<file path="src/encoder_output_defs.svh">
// Offsets, field positions, reset values for the encoder output block.
// Assumes inclusion by bare name from the design files.
`ifndef ENCODER_OUTPUT_DEFS_SVH
`define ENCODER_OUTPUT_DEFS_SVH

// ============================================================
// Memory word addresses
`define ADDR_ZERO_POINT 4'h6
`define ADDR_QUAD_CONFIG 4'h7
`define ADDR_LOCK 4'h8
`define ADDR_DIAG 4'h9
`define ADDR_COMM_CONFIG 4'ha

// ============================================================
// Quadrature config word fields
`define QC_DIR_BIT 9
`define QC_ZMODE_BIT 8
`define QC_EN_BIT 7
`define QC_HYS_MSB 6
`define QC_HYS_LSB 4
`define QC_RES_MSB 3
`define QC_RES_LSB 0

// ============================================================
// Commutation config word fields
`define CC_EN_BIT 6
`define CC_HYS_MSB 5
`define CC_HYS_LSB 3
`define CC_CNT_MSB 2
`define CC_CNT_LSB 0

// ============================================================
// Reset values
`define RST_ZERO_POINT 12'h000
`define RST_QUAD_CONFIG 12'h0a0
`define RST_LOCK 2'h3
`define RST_DIAG 2'h0
`define RST_COMM_CONFIG 7'h52
`define LOCK_OPEN 2'h3

`endif

</file>
<file path="src/encoder_output_pkg.sv">
// Types and shared decode for the encoder output block.
// Assumes nothing beyond a SystemVerilog compiler.
package encoder_output_pkg;

  typedef logic [11:0] word_t;

  typedef enum logic [1:0] {
    FILT_BYPASS,
    FILT_THRESHOLD
  } filt_kind_t;

  // Hysteresis code to update threshold in LSB, 0 means bypass
  function automatic logic [2:0] hys_threshold(input logic [2:0] code);
    logic [2:0] thr;
    thr = 3'h3;
    case (code)
      3'h0: thr = 3'h0;
      3'h1: thr = 3'h2;
      3'h3: thr = 3'h4;
      3'h4: thr = 3'h5;
      default: thr = 3'h3;
    endcase
    return thr;
  endfunction

endpackage

</file>
<file path="src/angle_hysteresis_filter.sv">
// Hysteresis filter on a wrapping angle.
// Assumes angle_in is synchronous to clk_in.
`timescale 1ns/1ps

module angle_hysteresis_filter
  import encoder_output_pkg::*;
#(
  parameter int WIDTH = 12
) (
  // Clock and reset
  input wire logic clk_in,
  input wire logic nrst_in,
  // Setting and angle
  input wire logic [2:0] hys_code_in,
  input wire logic [WIDTH-1:0] angle_in,
  output logic [WIDTH-1:0] angle_out
);

  logic [WIDTH-1:0] held;
  logic [WIDTH-1:0] step;
  logic [WIDTH-1:0] mag;
  logic [2:0] thr;
  filt_kind_t kind;

  always_comb begin
    thr = hys_threshold(hys_code_in);
    kind = (thr == 3'h0) ? FILT_BYPASS : FILT_THRESHOLD;
    step = angle_in - held;
    mag = step[WIDTH-1] ? (~step + {{(WIDTH-1){1'b0}}, 1'b1}) : step;
  end

  // Held angle moves only once the shift reaches the threshold
  always_ff @(posedge clk_in or negedge nrst_in) begin
    if (!nrst_in) begin
      held <= '0;
    end else if (kind == FILT_BYPASS) begin
      held <= angle_in; // [RULE_17]
    end else if (mag >= {{(WIDTH-3){1'b0}}, thr}) begin
      held <= angle_in; // [RULE_17] [RULE_05]
    end
  end

  assign angle_out = held;

endmodule

</file>
<file path="src/abz_uvw_encoder_output.sv">
// Quadrature and commutation outputs from the absolute angle, with stored settings.
// Assumes the angle and memory port are synchronous to clk_in.
//
// What this block does
// RULE_01: Quadrature resolution code selects 1024 down to 50 pulses; default code 0.
// RULE_02: Lock field defaults open; any other stored value blocks all later writes.
// RULE_03: Diagnosis bit 1 disables flux check, bit 0 tracking check; default enabled.
// RULE_04: Commutation enable low floats U, V, W; high (default) drives them.
// RULE_05: Commutation hysteresis codes map to off, 0, 1, 2, 3 LSB; default 1.
// RULE_06: Commutation pulses per turn are count field plus one; default three.
// RULE_07: Z pulses at zero in normal mode; switch mode high below half turn.
// RULE_08: Index position follows the programmed zero point.
// RULE_09: Scaled quadrature angle is angle times four times resolution over 4096.
// RULE_10: A is bit 1, B is bit 1 xor bit 0, Z is NOR of all.
// RULE_11: Commutation waveform starts at the programmed zero point.
// RULE_12: Commutation uses its own hysteresis, separate from quadrature.
// RULE_13: Scaled commutation angle is angle times six times pulses over 4096.
// RULE_14: U high for scaled angle 6N and 6N+1, else low.
// RULE_15: V high for scaled angle 6N+2 and 6N+3, else low.
// RULE_16: W low for scaled angle 6N+1 and 6N+2, else high.
// RULE_17: Filter off follows angle; 0 LSB needs two-LSB move to update.
// RULE_18: Quadrature enable low floats A, B, Z; high (default) drives them.
// RULE_19: Stored words copy to working settings at power-up and normal-mode entry.
// RULE_20: Zero point and direction are applied before either scaling.
// RULE_21: Outputs computed from filtered angle each cycle and registered.
`timescale 1ns/1ps
`include "encoder_output_defs.svh"

module abz_uvw_encoder_output
  import encoder_output_pkg::*;
(
  // Clock and reset
  input wire logic clk_in,
  input wire logic nrst_in,
  // Angle from the tracking loop
  input wire logic [11:0] absolute_angle_in,
  // Normal-mode entry strobe
  input wire logic normal_mode_entry_in,
  // Stored memory access
  input wire logic mem_wr_in,
  input wire logic mem_rd_in,
  input wire logic [3:0] mem_addr_in,
  input wire logic [11:0] mem_wdata_in,
  output logic [11:0] mem_rdata_out,
  output logic mem_wr_refused_out,
  output logic mem_locked_out,
  // Diagnosis enables
  output logic flux_check_en_out,
  output logic tracking_check_en_out,
  // Quadrature pins
  output logic quad_a_out,
  output logic quad_b_out,
  output logic quad_z_out,
  output logic quad_oe_out,
  // Commutation pins
  output logic comm_u_out,
  output logic comm_v_out,
  output logic comm_w_out,
  output logic comm_oe_out
);

  // ============================================================
  // Stored words and working copies
  word_t zero_point_offset;
  word_t quad_config;
  logic [1:0] lock_code;
  logic [1:0] diag_disable_bits;
  logic [6:0] comm_config;

  word_t work_zero_point;
  word_t work_quad_config;
  logic [1:0] work_diag;
  logic [6:0] work_comm_config;

  // ============================================================
  // Lock state and address decode
  logic unlocked;
  logic wr_hit;

  assign unlocked = (lock_code == `LOCK_OPEN);

  always_comb begin
    if (mem_addr_in == `ADDR_ZERO_POINT) begin
      wr_hit = 1'b1;
    end else if (mem_addr_in == `ADDR_QUAD_CONFIG) begin
      wr_hit = 1'b1;
    end else if (mem_addr_in == `ADDR_LOCK) begin
      wr_hit = 1'b1;
    end else if (mem_addr_in == `ADDR_DIAG) begin
      wr_hit = 1'b1;
    end else if (mem_addr_in == `ADDR_COMM_CONFIG) begin
      wr_hit = 1'b1;
    end else begin
      wr_hit = 1'b0;
    end
  end

  // ============================================================
  // Stored memory, writable only while the lock field is open
  // A lock write closes the field at its own edge; status lags one edge
  always_ff @(posedge clk_in or negedge nrst_in) begin
    if (!nrst_in) begin
      zero_point_offset <= `RST_ZERO_POINT;
      quad_config <= `RST_QUAD_CONFIG;
      lock_code <= `RST_LOCK;
      diag_disable_bits <= `RST_DIAG;
      comm_config <= `RST_COMM_CONFIG;
    end else if (mem_wr_in && unlocked) begin // [RULE_02]
      if (mem_addr_in == `ADDR_ZERO_POINT) begin
        zero_point_offset <= mem_wdata_in;
      end else if (mem_addr_in == `ADDR_QUAD_CONFIG) begin
        quad_config <= {2'h0, mem_wdata_in[9:0]};
      end else if (mem_addr_in == `ADDR_LOCK) begin
        lock_code <= mem_wdata_in[1:0]; // [RULE_02]
      end else if (mem_addr_in == `ADDR_DIAG) begin
        diag_disable_bits <= mem_wdata_in[1:0];
      end else if (mem_addr_in == `ADDR_COMM_CONFIG) begin
        comm_config <= mem_wdata_in[6:0];
      end
    end
  end

  // ============================================================
  // Write refusal and lock state
  always_ff @(posedge clk_in or negedge nrst_in) begin
    if (!nrst_in) begin
      mem_wr_refused_out <= 1'b0;
      mem_locked_out <= 1'b0;
    end else begin
      mem_wr_refused_out <= mem_wr_in && (!unlocked || !wr_hit); // [RULE_02]
      mem_locked_out <= !unlocked;
    end
  end

  // ============================================================
  // Read port, unmapped addresses read zero
  always_ff @(posedge clk_in or negedge nrst_in) begin
    if (!nrst_in) begin
      mem_rdata_out <= 12'h000;
    end else if (mem_rd_in) begin
      if (mem_addr_in == `ADDR_ZERO_POINT) begin
        mem_rdata_out <= zero_point_offset;
      end else if (mem_addr_in == `ADDR_QUAD_CONFIG) begin
        mem_rdata_out <= quad_config;
      end else if (mem_addr_in == `ADDR_LOCK) begin
        mem_rdata_out <= {10'h000, lock_code};
      end else if (mem_addr_in == `ADDR_DIAG) begin
        mem_rdata_out <= {10'h000, diag_disable_bits};
      end else if (mem_addr_in == `ADDR_COMM_CONFIG) begin
        mem_rdata_out <= {5'h00, comm_config};
      end else begin
        mem_rdata_out <= 12'h000;
      end
    end
  end

  // ============================================================
  // Working copies load at power-up (reset) and normal-mode entry
  // Stored words never reach the pins or diagnosis enables between entries
  always_ff @(posedge clk_in or negedge nrst_in) begin
    if (!nrst_in) begin
      work_zero_point <= `RST_ZERO_POINT; // [RULE_19]
      work_quad_config <= `RST_QUAD_CONFIG;
      work_diag <= `RST_DIAG;
      work_comm_config <= `RST_COMM_CONFIG;
    end else if (normal_mode_entry_in) begin
      work_zero_point <= zero_point_offset; // [RULE_19]
      work_quad_config <= quad_config;
      work_diag <= diag_disable_bits;
      work_comm_config <= comm_config;
    end
  end

  // ============================================================
  // Diagnosis enables
  always_ff @(posedge clk_in or negedge nrst_in) begin
    if (!nrst_in) begin
      flux_check_en_out <= 1'b1;
      tracking_check_en_out <= 1'b1;
    end else begin
      flux_check_en_out <= !work_diag[1]; // [RULE_03]
      tracking_check_en_out <= !work_diag[0]; // [RULE_03]
    end
  end

  // ============================================================
  // Corrected angle
  word_t offset_angle;
  word_t corrected_angle;

  always_comb begin
    offset_angle = absolute_angle_in - work_zero_point; // [RULE_20] [RULE_08] [RULE_11]
    if (work_quad_config[`QC_DIR_BIT]) begin
      corrected_angle = 12'h000 - offset_angle; // [RULE_20]
    end else begin
      corrected_angle = offset_angle;
    end
  end

  // ============================================================
  // Per-group hysteresis filters
  word_t quad_angle;
  word_t comm_angle;

  angle_hysteresis_filter #(
    .WIDTH(12)
  ) quad_filter (
    .clk_in(clk_in),
    .nrst_in(nrst_in),
    .hys_code_in(work_quad_config[`QC_HYS_MSB:`QC_HYS_LSB]),
    .angle_in(corrected_angle),
    .angle_out(quad_angle)
  );

  angle_hysteresis_filter #(
    .WIDTH(12)
  ) comm_filter (
    .clk_in(clk_in),
    .nrst_in(nrst_in),
    .hys_code_in(work_comm_config[`CC_HYS_MSB:`CC_HYS_LSB]), // [RULE_12] [RULE_05]
    .angle_in(corrected_angle),
    .angle_out(comm_angle)
  );

  // ============================================================
  // Scaling
  function automatic logic [10:0] quad_ppr(input logic [3:0] code);
    logic [10:0] ppr;
    ppr = 11'h400;
    case (code)
      4'h0: ppr = 11'h400;
      4'h1: ppr = 11'h200;
      4'h2: ppr = 11'h100;
      4'h3: ppr = 11'h080;
      4'h4: ppr = 11'h3e8;
      4'h5: ppr = 11'h384;
      4'h6: ppr = 11'h320;
      4'h7: ppr = 11'h2bc;
      4'h8: ppr = 11'h258;
      4'h9: ppr = 11'h1f4;
      4'ha: ppr = 11'h190;
      4'hb: ppr = 11'h168;
      4'hc: ppr = 11'h12c;
      4'hd: ppr = 11'h0c8;
      4'he: ppr = 11'h064;
      default: ppr = 11'h032;
    endcase
    return ppr;
  endfunction

  logic [24:0] quad_product;
  word_t scaled_quadrature_angle;
  logic [3:0] comm_pulses;
  logic [5:0] comm_factor;
  logic [17:0] comm_product;
  logic [5:0] scaled_commutation_angle;
  logic [2:0] comm_phase;

  always_comb begin
    quad_product = {1'b0, quad_angle} * {quad_ppr(work_quad_config[`QC_RES_MSB:`QC_RES_LSB]), 2'b00}; // [RULE_01] [RULE_09]
    scaled_quadrature_angle = quad_product[23:12]; // [RULE_09]
    comm_pulses = {1'b0, work_comm_config[`CC_CNT_MSB:`CC_CNT_LSB]} + 4'h1; // [RULE_06]
    comm_factor = {comm_pulses, 2'b00} + {1'b0, comm_pulses, 1'b0};
    comm_product = comm_angle * comm_factor; // [RULE_13]
    scaled_commutation_angle = comm_product[17:12]; // [RULE_13]
    comm_phase = 3'(scaled_commutation_angle % 6'd6);
  end

  // ============================================================
  // Registered pin levels and enables
  always_ff @(posedge clk_in or negedge nrst_in) begin
    if (!nrst_in) begin
      quad_a_out <= 1'b0;
      quad_b_out <= 1'b0;
      quad_z_out <= 1'b0;
      quad_oe_out <= 1'b1;
    end else begin
      quad_a_out <= scaled_quadrature_angle[1]; // [RULE_10] [RULE_21]
      quad_b_out <= scaled_quadrature_angle[1] ^ scaled_quadrature_angle[0]; // [RULE_10]
      if (work_quad_config[`QC_ZMODE_BIT]) begin
        quad_z_out <= !quad_angle[11]; // [RULE_07]
      end else begin
        quad_z_out <= ~|scaled_quadrature_angle; // [RULE_07] [RULE_10]
      end
      quad_oe_out <= work_quad_config[`QC_EN_BIT]; // [RULE_18]
    end
  end

  // ============================================================
  // Commutation pin levels and enable
  always_ff @(posedge clk_in or negedge nrst_in) begin
    if (!nrst_in) begin
      comm_u_out <= 1'b0;
      comm_v_out <= 1'b0;
      comm_w_out <= 1'b1;
      comm_oe_out <= 1'b1;
    end else begin
      comm_u_out <= (comm_phase < 3'd2); // [RULE_14] [RULE_21]
      comm_v_out <= (comm_phase == 3'd2) || (comm_phase == 3'd3); // [RULE_15]
      comm_w_out <= !((comm_phase == 3'd1) || (comm_phase == 3'd2)); // [RULE_16]
      comm_oe_out <= work_comm_config[`CC_EN_BIT]; // [RULE_04]
    end
  end

endmodule

</file>
<file path="config.mk">
export PLATFORM = sky130hd
export DESIGN_NAME = abz_uvw_encoder_output
export DESIGN_NICKNAME = d
export VERILOG_FILES = /design/src/encoder_output_pkg.sv /design/src/angle_hysteresis_filter.sv /design/src/abz_uvw_encoder_output.sv
export VERILOG_INCLUDE_DIRS = /design/src /design/src/src
export SDC_FILE = /design/constraint.sdc
export NUM_CORES = 1
export LEC_CHECK = 0
export ABC_AREA = 0
export BUFFER_PORTS_ARGS = -buffer_cell sky130_fd_sc_hd__buf_2
export CORE_AREA = 4 4 154 156
export CTS_CLUSTER_DIAMETER = 100
export CTS_CLUSTER_SIZE = 14
export DETAILED_ROUTE_END_ITERATION = 16
export DIE_AREA = 0 0 158 160
export PLACE_DENSITY = 0.84
export SLEW_MARGIN = 40
export SYNTH_ARGS = -nofsm -noshare
export SYNTH_HDL_FRONTEND = slang
export SYNTH_SLANG_ARGS = --single-unit
</file>
<file path="constraint.sdc">
create_clock -name clk_in -period 15.2 [get_ports clk_in]
set_clock_uncertainty 0.2 [all_clocks]
set_input_delay 2.28 -clock clk_in [delete_from_list [all_inputs] [get_ports clk_in]]
set_output_delay 2.28 -clock clk_in [all_outputs]
set_load 0.01 [all_outputs]
</file>
==> parameters.txt <==
Parameter                              Value

Final layout
  Most common cell after layout, fill and taps aside    sky130_fd_sc_hd__inv_1
  Post-layout net count    1736
  Share of cells above drive strength 1    0.132
  Synthesis-to-layout area growth    6.48%
  Fill cells    1708
  Final Instance Area    0.0140 mm^2
  Inserted Diodes    0
  Most frequent cells in the layout    sky130_fd_sc_hd__inv_1, sky130_fd_sc_hd__ha_1, sky130_fd_sc_hd__and2_1

Setup path
  Endpoint kind of the worst setup timing path    flop
  Worst Setup Start Kind    input pin
  Max stage delay on crit path    0.56 ns
  Crit Path Class    input pin to flop
  Max stage delay cell, worst path    sky130_fd_sc_hd__xnor3_2
  Data arrival time of the critical path    9.16 ns
  Req. time, crit path    15.25 ns
  Largest fanout of any net on the critical path    11

Pwr
  Power per cell area    71.3 mW/mm^2
  Max VDD drop    0.0924 mV
  Standby leakage power    6.87 nW

Floorplan
  Core area    0.0224 mm^2
  Initial core utilization    0.589
  Area enclosed by the die boundary    0.0253 mm^2
  Die X-Extent    158 um
  Die Span Y    160 um
  I/O pin cnt    57
  Number of rows in the core area    55

CTS
  Clock latency at the later pin of the worst-skew pair    0.37 ns
  Post CTS Setup Buffer Count    0
  Total of cells resized after clock tree synthesis    0
  Number of buffers added by the clock tree synthesis step    9
  Clk pin slew, worst setup/hold paths    0.09 ns
  Post-CTS Hold Fix Bufs    0
  Clock tree from TritonCTS    done
  Number of clock sinks    112
  Maximum level of the CTS H-tree    3
  Root buf cell    sky130_fd_sc_hd__clkbuf_16
  Maximum root-to-sink buffer count    2

Routing
  DR pass1 iterations    5
  Antenna Nets Post-Route    0
  Detailed-route via count    10092
  Final Routed Wirelength    28.6 mm
  Detailed-route DRC error count    0
  Routed wire length per instance    16.4 um
  Detail-routed via count per cell    5.80
  Initial detailed-routing violation count    557

Synthesis
  Synthesis-stage register bit count    112
  Synth warnings    0
  Synthesized cell area    0.0132 mm^2
  Top FF cell, synth    sky130_fd_sc_hd__dfrtp_1
  Number of flops mapped to enable cells by yosys    0
  Cell count after synthesis    1427
  Mapped Avg Cell Area    9.23 um^2
  Net Count, Synth    1714
  Number of distinct library cells after synthesis    74
  Sequential share of the synthesized area    0.214
  Post-synth ARST share    1.00

GRT
  Remaining Overflow, GRT    0
  Global-route total usage across every layer    0.234
  Largest net degree at the start of global routing    80
  Global-route wire length before repair    49.1 mm
  Initial antenna violation count    0
  Number of global-route vias before repair    10280

Worst hold path
  Worst min-delay path class    flop to flop

Timing
  Period Utilization, post-route    0.599
  TNS Setup    0 ns
  Final-report hold violation count    0
  Final critical delay including setup and external delays    9.11 ns
  Max-Slew Margin vs Limit    0.489
  Number of slew-limit violations in the final report    0
  Actual transition at the worst max-transition pin    0.763 ns
  Highest Clock Rate    110 MHz
  Number of endpoints failing setup at the final stage    0
  RSZ-0062 raised after global routing    no

Place
  Count of input and output buffers    56
  Detailed placer's ending HPWL    22.1 mm
  Placement-stage cell area    0.0137 mm^2
  Gpl congestion    0.885

Run status
  Result of the run    finished, final reports clean

Job
  Reported max-cap violation count    0
[flip-flops by register name (all words and copies together), names as in the netlist, 10 cells and up]
register and cells:
mem_rdata_out 12, zero_point_offset 12, quad_config 10, quad_filter.angle_out 12
work_quad_config 10, work_zero_point 12, comm_filter.angle_out 12
[cells in the mapped netlist, types with 5 or more instances]
master / n / share of area
sky130_fd_sc_hd__inv_1: 209 / 0.060
sky130_fd_sc_hd__ha_1: 144 / 0.14
sky130_fd_sc_hd__and2_1: 135 / 0.064
sky130_fd_sc_hd__fa_1: 110 / 0.17
sky130_fd_sc_hd__dfrtp_1: 95 / 0.18
sky130_fd_sc_hd__nand2_1: 94 / 0.027
sky130_fd_sc_hd__nor2_1: 70 / 0.020
sky130_fd_sc_hd__a21oi_1: 61 / 0.023
sky130_fd_sc_hd__o21ai_0: 60 / 0.023
sky130_fd_sc_hd__mux2_2: 59 / 0.050
sky130_fd_sc_hd__clkbuf_1: 45 / 0.013
sky130_fd_sc_hd__xnor2_1: 43 / 0.029
sky130_fd_sc_hd__xor2_1: 24 / 0.016
sky130_fd_sc_hd__mux2i_1: 22 / 0.017
sky130_fd_sc_hd__nor2b_1: 19 / 0.0090
sky130_fd_sc_hd__nor3_1: 19 / 0.0072
sky130_fd_sc_hd__dfstp_2: 17 / 0.034
sky130_fd_sc_hd__a21o_1: 16 / 0.0091
sky130_fd_sc_hd__nand2b_1: 16 / 0.0076
sky130_fd_sc_hd__nand3_1: 16 / 0.0061
sky130_fd_sc_hd__o21a_1: 10 / 0.0057
sky130_fd_sc_hd__and3_1: 8 / 0.0038
sky130_fd_sc_hd__mux2_4: 8 / 0.0091
sky130_fd_sc_hd__or3_1: 7 / 0.0033
sky130_fd_sc_hd__a21boi_0: 6 / 0.0034
sky130_fd_sc_hd__nor4_1: 6 / 0.0028
sky130_fd_sc_hd__o21bai_1: 6 / 0.0034
sky130_fd_sc_hd__o22ai_1: 6 / 0.0028
sky130_fd_sc_hd__nand3b_1: 5 / 0.0028
sky130_fd_sc_hd__nand4_1: 5 / 0.0024
sky130_fd_sc_hd__o211ai_1: 5 / 0.0028
sky130_fd_sc_hd__o31ai_1: 5 / 0.0028
[power breakdown]
part / leakage (nW) / internal (mW) / switching [mW] / total [mW]
combinational: 5.29 / 0.168 / 0.235 / 0.403
clock: 0.160 / 0.124 / 0.139 / 0.263
sequential: 1.42 / 0.312 / 0.0227 / 0.334
[layout make-up]
cell class / instances / area (um^2) / share of cell area
multi-input cells: 1054 / 9400 / 0.670
flip-flops and latches: 112 / 2820 / 0.201
inverters: 209 / 785 / 0.0559
well taps: 285 / 357 / 0.0254
repair buffers: 63 / 343 / 0.0244
clock buffers: 9 / 225 / 0.0160
clock inverters: 7 / 103 / 0.00731
[worst paths after layout]
check	start	end	slack, ns	depth (start not counted)
setup / recovery	absolute_angle_in[0]	comm_filter.angle_out[2]	6.09	30
hold / removal	work_comm_config[6]	comm_oe_out	0.17	0
setup reg to reg	work_comm_config[0]	comm_w_out	7.79	26
hold reg to reg	work_comm_config[6]	comm_oe_out	0.17	0
max in group asynchronous	nrst_in	work_zero_point[1]	12.07	2
min in group asynchronous	nrst_in	quad_a_out	1.67	1
[stage by stage]
stage               setup WS (ns)  total power [mW]  hold slack [ns]   util  cells
floorplan                    6.83             0.643            0.145      -   1427
global placement             5.71             0.718            0.154  0.609   1720
detailed placement           5.75             0.734            0.157  0.611   1723
CTS                          6.11             0.998            0.172  0.625   1739
global route                 5.72              1.07            0.177  0.627   1739
finish                       6.09              1.00            0.170  0.627   1739
[worst max-delay path, delay by kind of cell]
family          cells  cell delay, ns
buf+inv             5            0.67
mux                 1            0.33
compound gates     12            2.59
simple gates        4            0.59
fa+ha+maj           4            1.33
xor+xnor            4            1.35
[logic make-up after synthesis]
family                     count (synthesis)  synth area share
AOI/OAI and AO/OA                        227             0.116
xor gates and xnor gates                  68            0.0463
adders and majority gates                254             0.304
buffers and inverters                    261            0.0763
DFF                                      112             0.214
muxes                                     89            0.0762
and+or+nand+nor                          416             0.167
[layer usage]
layer | share of wire | GRT usage
met1 | 0.43 | 0.313
met2 | 0.50 | 0.401
met3 | 0.047 | 0.0304
met4 | 0.028 | 0.0644
met5 | 0 | 0
(Power assumes the default switching activity.)
